<file path="src/inc/adc_ctrl_pkg.sv">
package adc_ctrl_pkg;
    localparam int unsigned clk_mhz = 200;            // ref_clk rate in MHz
    localparam int unsigned result_width = 8;         // converter resolution
    localparam logic [7:0] result_reset = 8'h00;      // result after reset
    localparam int unsigned run_bit_pos = 7;          // run bit in mode register
    localparam int unsigned enable_bit_pos = 0;       // enable bit in mode register
    localparam int unsigned sample_cycles = 8;        // sampling part of one conversion
    localparam int unsigned bit_cycles = 2;           // cycles per approximation step
    // total conversion time includes sampling, not added separately
    localparam int unsigned conv_cycles = sample_cycles + result_width * bit_cycles;
    typedef enum logic [1:0] {st_idle, st_convert, st_pend} conv_state_t;
endpackage

</file>
<file path="src/inc/result_if.sv">
`timescale 1ns/1ps
// write path into the result store: one strobe, one word, one read tap
interface result_if;
    logic we;           // write strobe
    logic [7:0] wdata;  // word to store
    logic [7:0] rdata;  // stored word (registered)
    modport ctrl (output we, output wdata, input rdata);
    modport store (input we, input wdata, output rdata);
endinterface

</file>
<file path="src/rtl/result_store.sv">
`timescale 1ns/1ps
module result_store
    import adc_ctrl_pkg::*;
(
    input wire logic ref_clk, // clock
    input wire logic srst,    // sync reset, high
    result_if.store port      // write and read path
);
    logic [7:0] next_word; // next stored value
    logic [7:0] word;      // stored result

    // hold unless strobed; reset clears the result
    always_comb begin
        next_word = port.we ? port.wdata : word;
    end

    always_ff @(posedge ref_clk) begin
        if (srst) begin
            word <= result_reset; // RULE20
        end else begin
            word <= next_word;
        end
    end

    assign port.rdata = word;
endmodule

</file>
<file path="src/rtl/adc_conversion_control.sv">
`timescale 1ns/1ps
// Summary of operation
// RULE1: coinciding result read returns old value
// RULE2: new value written after colliding read
// RULE3: config write wins, result update dropped
// RULE4: no end request when result dropped
// RULE5: software clears run, enable before standby
// RULE6: software clears flag before restarting
// RULE7: channel rewrite leaves end flag alone
// RULE8: old-channel end may show after rewrite
// RULE9: clear flag before setting run again
// RULE10: early start first result discarded by software
// RULE11: config writes may disturb result contents
// RULE12: software reads result before config writes
// RULE13: software avoids shared port pins converting
// RULE14: no pin reassignment during conversion
// RULE15: light sleep after start recommended
// RULE16: conversion time includes sampling interval
// RULE17: store, request, restart while run set
// RULE18: channel rewrite restarts current conversion
// RULE19: run cleared stops, keeps old result
// RULE20: reset clears result to zero
// RULE21: end flag held until software clears
module adc_conversion_control
    import adc_ctrl_pkg::*;
(
    input wire logic ref_clk,                // clock, 200 MHz
    input wire logic srst,                   // sync reset, high
    input wire logic [7:0] mode_wdata,       // converter_mode_reg write data
    input wire logic mode_we,                // converter_mode_reg write strobe
    input wire logic channel_we,             // channel_select_reg write strobe
    input wire logic port_cfg_we,            // port_analog_config_reg write strobe
    input wire logic result_re,              // conversion_result_reg read strobe
    input wire logic flag_clear,             // software clear of end flag
    input wire logic [7:0] sar_value,        // comparator chain final word
    output logic conversion_run_bit,         // run bit state
    output logic converter_power_enable,     // enable bit state
    output logic converting,                 // conversion in progress
    output logic [7:0] conversion_result_reg, // result as read
    output logic conversion_end_request,     // one-cycle end pulse
    output logic conversion_end_flag         // sticky end flag
);
    logic run;           // run bit
    logic next_run;
    logic enable;        // enable bit
    logic next_enable;
    conv_state_t state;  // sequencer state
    conv_state_t next_state;
    logic [7:0] count;   // cycles left in conversion
    logic [7:0] next_count;
    logic [7:0] pend;    // value waiting behind a read
    logic [7:0] next_pend;
    logic req;           // end request pulse
    logic next_req;
    logic flag;          // sticky flag
    logic next_flag;
    logic [7:0] rd;      // read data register
    logic [7:0] next_rd;
    logic busy;          // registered copy of conversion in progress
    logic next_busy;
    logic cfg_wr;        // any config write this cycle
    logic done;          // conversion ends this cycle
    result_if res ();    // path to result store

    // the count register is 8 bits wide and needs at least two steps
    if (conv_cycles > 255 || conv_cycles < 2) begin : g_bad_len
        $error("conv_cycles out of range");
    end

    result_store u_store (
        .ref_clk(ref_clk),
        .srst(srst),
        .port(res.store)
    );

    assign cfg_wr = mode_we | channel_we | port_cfg_we;
    assign done = (state == st_convert) && (count == 8'h01);

    // sequencer and control bits
    always_comb begin
        next_run = run;
        next_enable = enable;
        next_state = state;
        next_count = count;
        next_pend = pend;
        next_req = 1'b0;
        res.we = 1'b0;
        res.wdata = sar_value;
        if (mode_we) begin
            next_run = mode_wdata[run_bit_pos];
            next_enable = mode_wdata[enable_bit_pos];
        end
        case (state)
            st_idle: begin
                if (next_run) begin
                    // a fresh run starts from sampling
                    next_state = st_convert;
                    next_count = 8'(conv_cycles); // RULE16
                end
            end
            st_convert: begin
                if (mode_we && !next_run) begin
                    // stop at once; stored result untouched
                    next_state = st_idle; // RULE19
                end else if (channel_we) begin
                    // abort and begin again on the new channel
                    next_count = 8'(conv_cycles); // RULE18
                end else if (done) begin
                    next_count = 8'(conv_cycles); // RULE17
                    if (cfg_wr) begin
                        // config write wins; word and request dropped
                        next_state = st_convert; // RULE3 RULE4 RULE11
                    end else if (result_re) begin
                        // read first, write the new word next cycle
                        next_pend = sar_value; // RULE1
                        next_state = st_pend;
                        next_req = 1'b1; // RULE17
                    end else begin
                        res.we = 1'b1; // RULE17
                        next_req = 1'b1;
                    end
                end else begin
                    next_count = count - 8'h01;
                end
            end
            st_pend: begin
                // late write of the word held behind a read
                res.we = 1'b1; // RULE2
                res.wdata = pend;
                next_state = next_run ? st_convert : st_idle;
                next_count = 8'(conv_cycles) - 8'h01;
            end
            default: next_state = st_idle;
        endcase
        // busy output is registered so it leaves the block from a flop
        next_busy = (next_state != st_idle);
    end

    always_ff @(posedge ref_clk) begin
        if (srst) begin
            run <= 1'b0;
            enable <= 1'b0;
            state <= st_idle;
            count <= 8'h00;
            pend <= 8'h00;
            req <= 1'b0;
            busy <= 1'b0;
        end else begin
            run <= next_run;
            enable <= next_enable;
            state <= next_state;
            count <= next_count;
            pend <= next_pend;
            req <= next_req;
            busy <= next_busy;
        end
    end

    // flag and read data; set beats clear, channel writes do not touch it
    always_comb begin
        next_flag = flag;
        if (flag_clear) begin
            next_flag = 1'b0; // RULE21
        end
        if (next_req) begin
            next_flag = 1'b1; // RULE7 RULE8
        end
        // read data follows the store; pending word lands a cycle later
        next_rd = res.we ? res.wdata : res.rdata; // RULE1
    end

    always_ff @(posedge ref_clk) begin
        if (srst) begin
            flag <= 1'b0;
            rd <= result_reset; // RULE20
        end else begin
            flag <= next_flag;
            rd <= next_rd;
        end
    end

    assign conversion_run_bit = run;
    assign converter_power_enable = enable;
    assign converting = busy;
    assign conversion_end_request = req;
    assign conversion_end_flag = flag;
    assign conversion_result_reg = rd;
endmodule

</file>
<file path="config.mk">
export PLATFORM = sky130hd
export DESIGN_NAME = adc_conversion_control
export DESIGN_NICKNAME = d
export VERILOG_FILES = /design/src/inc/adc_ctrl_pkg.sv /design/src/inc/result_if.sv /design/src/rtl/result_store.sv /design/src/rtl/adc_conversion_control.sv
export SDC_FILE = /design/constraint.sdc
export NUM_CORES = 1
export LEC_CHECK = 0
export ABC_AREA = 1
export BUFFER_PORTS_ARGS = -buffer_cell sky130_fd_sc_hd__buf_2
export CAP_MARGIN = 20
export CORE_UTILIZATION = 40
export CTS_CLUSTER_DIAMETER = 80
export DETAILED_ROUTE_END_ITERATION = 12
export HOLD_SLACK_MARGIN = 0.02
export SYNTH_ARGS = -nofsm -noshare
export SYNTH_HDL_FRONTEND = slang
export SYNTH_SLANG_ARGS = --single-unit
</file>
<file path="constraint.sdc">
create_clock -name ref_clk -period 1.5 [get_ports ref_clk]
set_input_delay 0.3 -clock ref_clk [delete_from_list [all_inputs] [get_ports ref_clk]]
set_output_delay 0.3 -clock ref_clk [all_outputs]
set_load 0.02 [all_outputs]
</file>
==> summary.txt <==
Setup path
  – CP peak stage delay: 0.33 ns
  – Critical path buffer and inverter count: 2
  – Critical path's top delay family: simple AND/OR/NAND/NOR gates
  – Endpoint arrival time on the critical path: 1.66 ns
  – Critical path endpoint category: register
  – Type of origin of the critical path: register
  – Maximum fanout along the worst path: 8
  – Worst Setup Path Type: reg -> reg
  – Worst-path cell chain: inv_2 > ha_4 > nand2_2 > inv_2 > nand2_4 > nor2_8 > nand3_2 > nand2_1 > nand2_1 > nand2_1 > nand2_1 > nand2_2 > nand2_1
  – Data required time at the worst endpoint: 1.68 ns
  – Library cell appearing most often on the critical path: nand2_1
  – Library cell contributing the largest single delay on the critical path: dfxtp_2

Floorplanning
  – I/O pin count: 36
  – Total die area: 0.004396 mm^2
  – Initial cell density of the core: 0.4165
  – Die height: 66.31 um
  – Core area: 0.003971 mm^2
  – Die Span X: 66.31 um
  – Total number of placement rows: 23

Timing
  – Post-Route Setup TNS: 0 ns
  – Final hold violation count: 0
  – Tightest slew margin relative to the limit: 0.7294
  – Max Fclk: 0.6757 GHz
  – Number of setup violations in the final report: 0
  – Final worst hold slack: 0.2421 ns
  – Transition time of the tightest slew-check pin: 0.4055 ns
  – Final slew viol count: 0
  – Setup repair after global routing missed its margin: yes
  – Share of the clock period used by the worst path after layout: 0.9866
  – Worst clock skew: 0.007698 ns
  – Min cycle time layout: 1.480 ns

Power
  – Worst supply voltage drop on vdd: 672.3 uV
  – Pwr per Cell Area: 958.4 mW/mm^2
  – Leakage component of the power: 1.009 nW

Finish
  – Number of nets at the end of the flow: 302
  – Non-Filler Cell Area, Final: 0.002206 mm^2
  – Utilization of the core after routing: 0.5555
  – Synth-to-Final Area Change: 33.36%
  – Inserted Diodes: 0
  – Final non-filler cell total: 324
  – Filler Cells Inserted: 404
  – Fraction of final layout cells with drive strength greater than 1: 0.3577

Outcome
  – Status: finished, final reports clean

Place
  – DP Area: 0.001958 mm^2
  – RD Place Congestion: 0.8402
  – Inst Count DP: 314
  – IO Port Bufs: 29
  – Post-DP HPWL: 2701 um

Global route
  – Met1 global-route usage: 0.2411
  – Pin count of the biggest net entering global routing: 16
  – Sum of overflow across all layers after global routing: 0
  – Met2 global-route usage: 0.3138
  – Overall track demand over capacity in global routing: 0.1968
  – Number of antenna violations at the first check in global routing: 0
  – Number of global-route vias before repair: 1406
  – Grt peak-use layer: met2
  – Global-route met3 utilization: 0.04828
  – Global-route wire length before repair: 6382 um

Logic synthesis
  – Fraction of synthesis flops using an asynchronous set or reset pin: 0
  – Area share of the largest cell type after synthesis: 0.3752
  – Average footprint of a synthesized cell: 7.384 um^2
  – Post-synth EDFFs: 0
  – Synth warn: 0
  – Leading cell types by count after synthesis: 49 x nand2_1, 31 x dfxtp_1, 28 x inv_1
  – Unique cell type count in the Yosys netlist: 32
  – Synthesized instance count: 224
  – Most frequently used cell type in the post-synthesis netlist: nand2_1
  – Sequential element share of the synthesized area: 0.3752
  – Combined area of all synthesized cells: 0.001654 mm^2
  – Most area-consuming cells after synthesis: dfxtp_1 38%, nand2_1 11%, a21oi_1 6.7%, inv_1 6.4%, o21ai_0 5.7%
  – Most frequently used flop master after synthesis: dfxtp_1
  – Net count after synthesis: 253
  – Register bit total from synthesis: 31
  – Top cell type by total area after synthesis: dfxtp_1

Run
  – Number of max-cap violations: 0

CTS
  – Clock tree root buffer cell: clkbuf_8
  – Sinks on Clock Net: 31
  – Max clock buf depth: 2
  – Cts bufs inserted: 5
  – Clock transition at path regs: 0.07 ns
  – Insertion delay to the later sink of the worst-skew pair: 0.29 ns
  – CTS H-tree lvls: 2
  – TritonCTS clock tree: yes

Route
  – Total Wirelength: 3940 um
  – Via total after detailed routing: 1559
  – DR WL/cell: 12.16 um
  – Antenna-violating nets left: 0
  – Via-to-Cell Ratio: 4.812
  – Initial DRC Count: 46
  – DRC violations left: 0
  – Count of TritonRoute iterations in the first routing pass: 4

Worst hold path
  – Min-delay worst type: in -> reg
-- routing by layer --
layer,up-vias,wire (um)
met5,-,0
met4,0,91
met3,11,123
met2,25,1850
met1,696,1874
li1,827,-
-- final timing paths --
check / startpoint / end / slack, ns / cells past startpoint
max reg2reg: count[1] / converting / 0.02 / 13
min reg2reg: pend[3] / pend[3] / 0.45 / 2
max: count[1] / converting / 0.02 / 13
min: mode_wdata[0] / converter_power_enable / 0.24 / 3
-- placed cells by master (no fill, tap or decap), types with 3 or more instances in the layout --
cell type / instances
a21oi_1: 21
buf_2: 29
buf_4: 18
clkbuf_8: 6
dfxtp_1: 29
ha_2: 3
inv_1: 23
inv_2: 6
nand2_1: 46
nand2_2: 5
nand2_4: 3
nand3_1: 14
nand3_4: 3
nor2_1: 13
nor2_4: 3
o21ai_0: 12
o21ai_1: 9
o21ai_2: 5
xor2_1: 3
-- cells by family after synthesis --
logic type / after synthesis / share of synthesized area
adders and majority gates: 6 / 0.04538
buffers and inverters: 36 / 0.08925
xor gates and xnor gates: 4 / 0.02118
and+or+nand+nor: 94 / 0.2950
AOI/OAI and AO/OA: 53 / 0.1740
DFF: 31 / 0.3752
-- worst min-delay path, stage by stage --
cell and delay (ns):
buf_2 0.09, inv_1 0.04, a21oi_1 0.05
-- report_power, final --
part	switching [mW]	internal (mW)	total, mW
Combinational	0.219	0.146	0.364
Sequential	0.0219	0.849	0.871
Clock	0.342	0.537	0.879
-- state kept, by name (all words and copies together) (netlist names) --
register and count:
conversion_end_flag 1, pend 8, conversion_end_request 1, converter_power_enable 1, converting 1, count 8, state 2, conversion_run_bit 1
u_store.port.rdata 8
-- area by class of cell --
cell class	instances	area, um^2	share of cell area
well taps	50	62.56	0.02836
clock inverters	2	35.03	0.01588
flip-flops and latches	31	625.6	0.2836
repair buffers	47	280.3	0.1271
clock buffers	6	82.58	0.03744
multi-input cells	159	1011	0.4583
inverters	29	108.9	0.04935
-- repair_timing --
| item | 4_1_cts | 5_1_grt |
|---|---|---|
| setup buffers | 0 | 0 |
| endpoints found under the hold margin | 0 | 0 |
| endpoints found under the setup margin | 10 | 26 |
| pin swaps | 3 | 10 |
| gates resized for setup | 4 | 34 |
| cloned | 1 | 1 |
| hold buffers | 0 | 0 |
-- through the flow --
step | total power [mW] | setup WS, ns
global placement | 1.209 | 0.005958
detailed placement | 1.209 | -0.03271
floorplan | 1.101 | 0.01888
CTS | 2.095 | 0.004470
finish | 2.114 | 0.02010
global route | 2.198 | -0.09860
(Power assumes the default switching activity.)
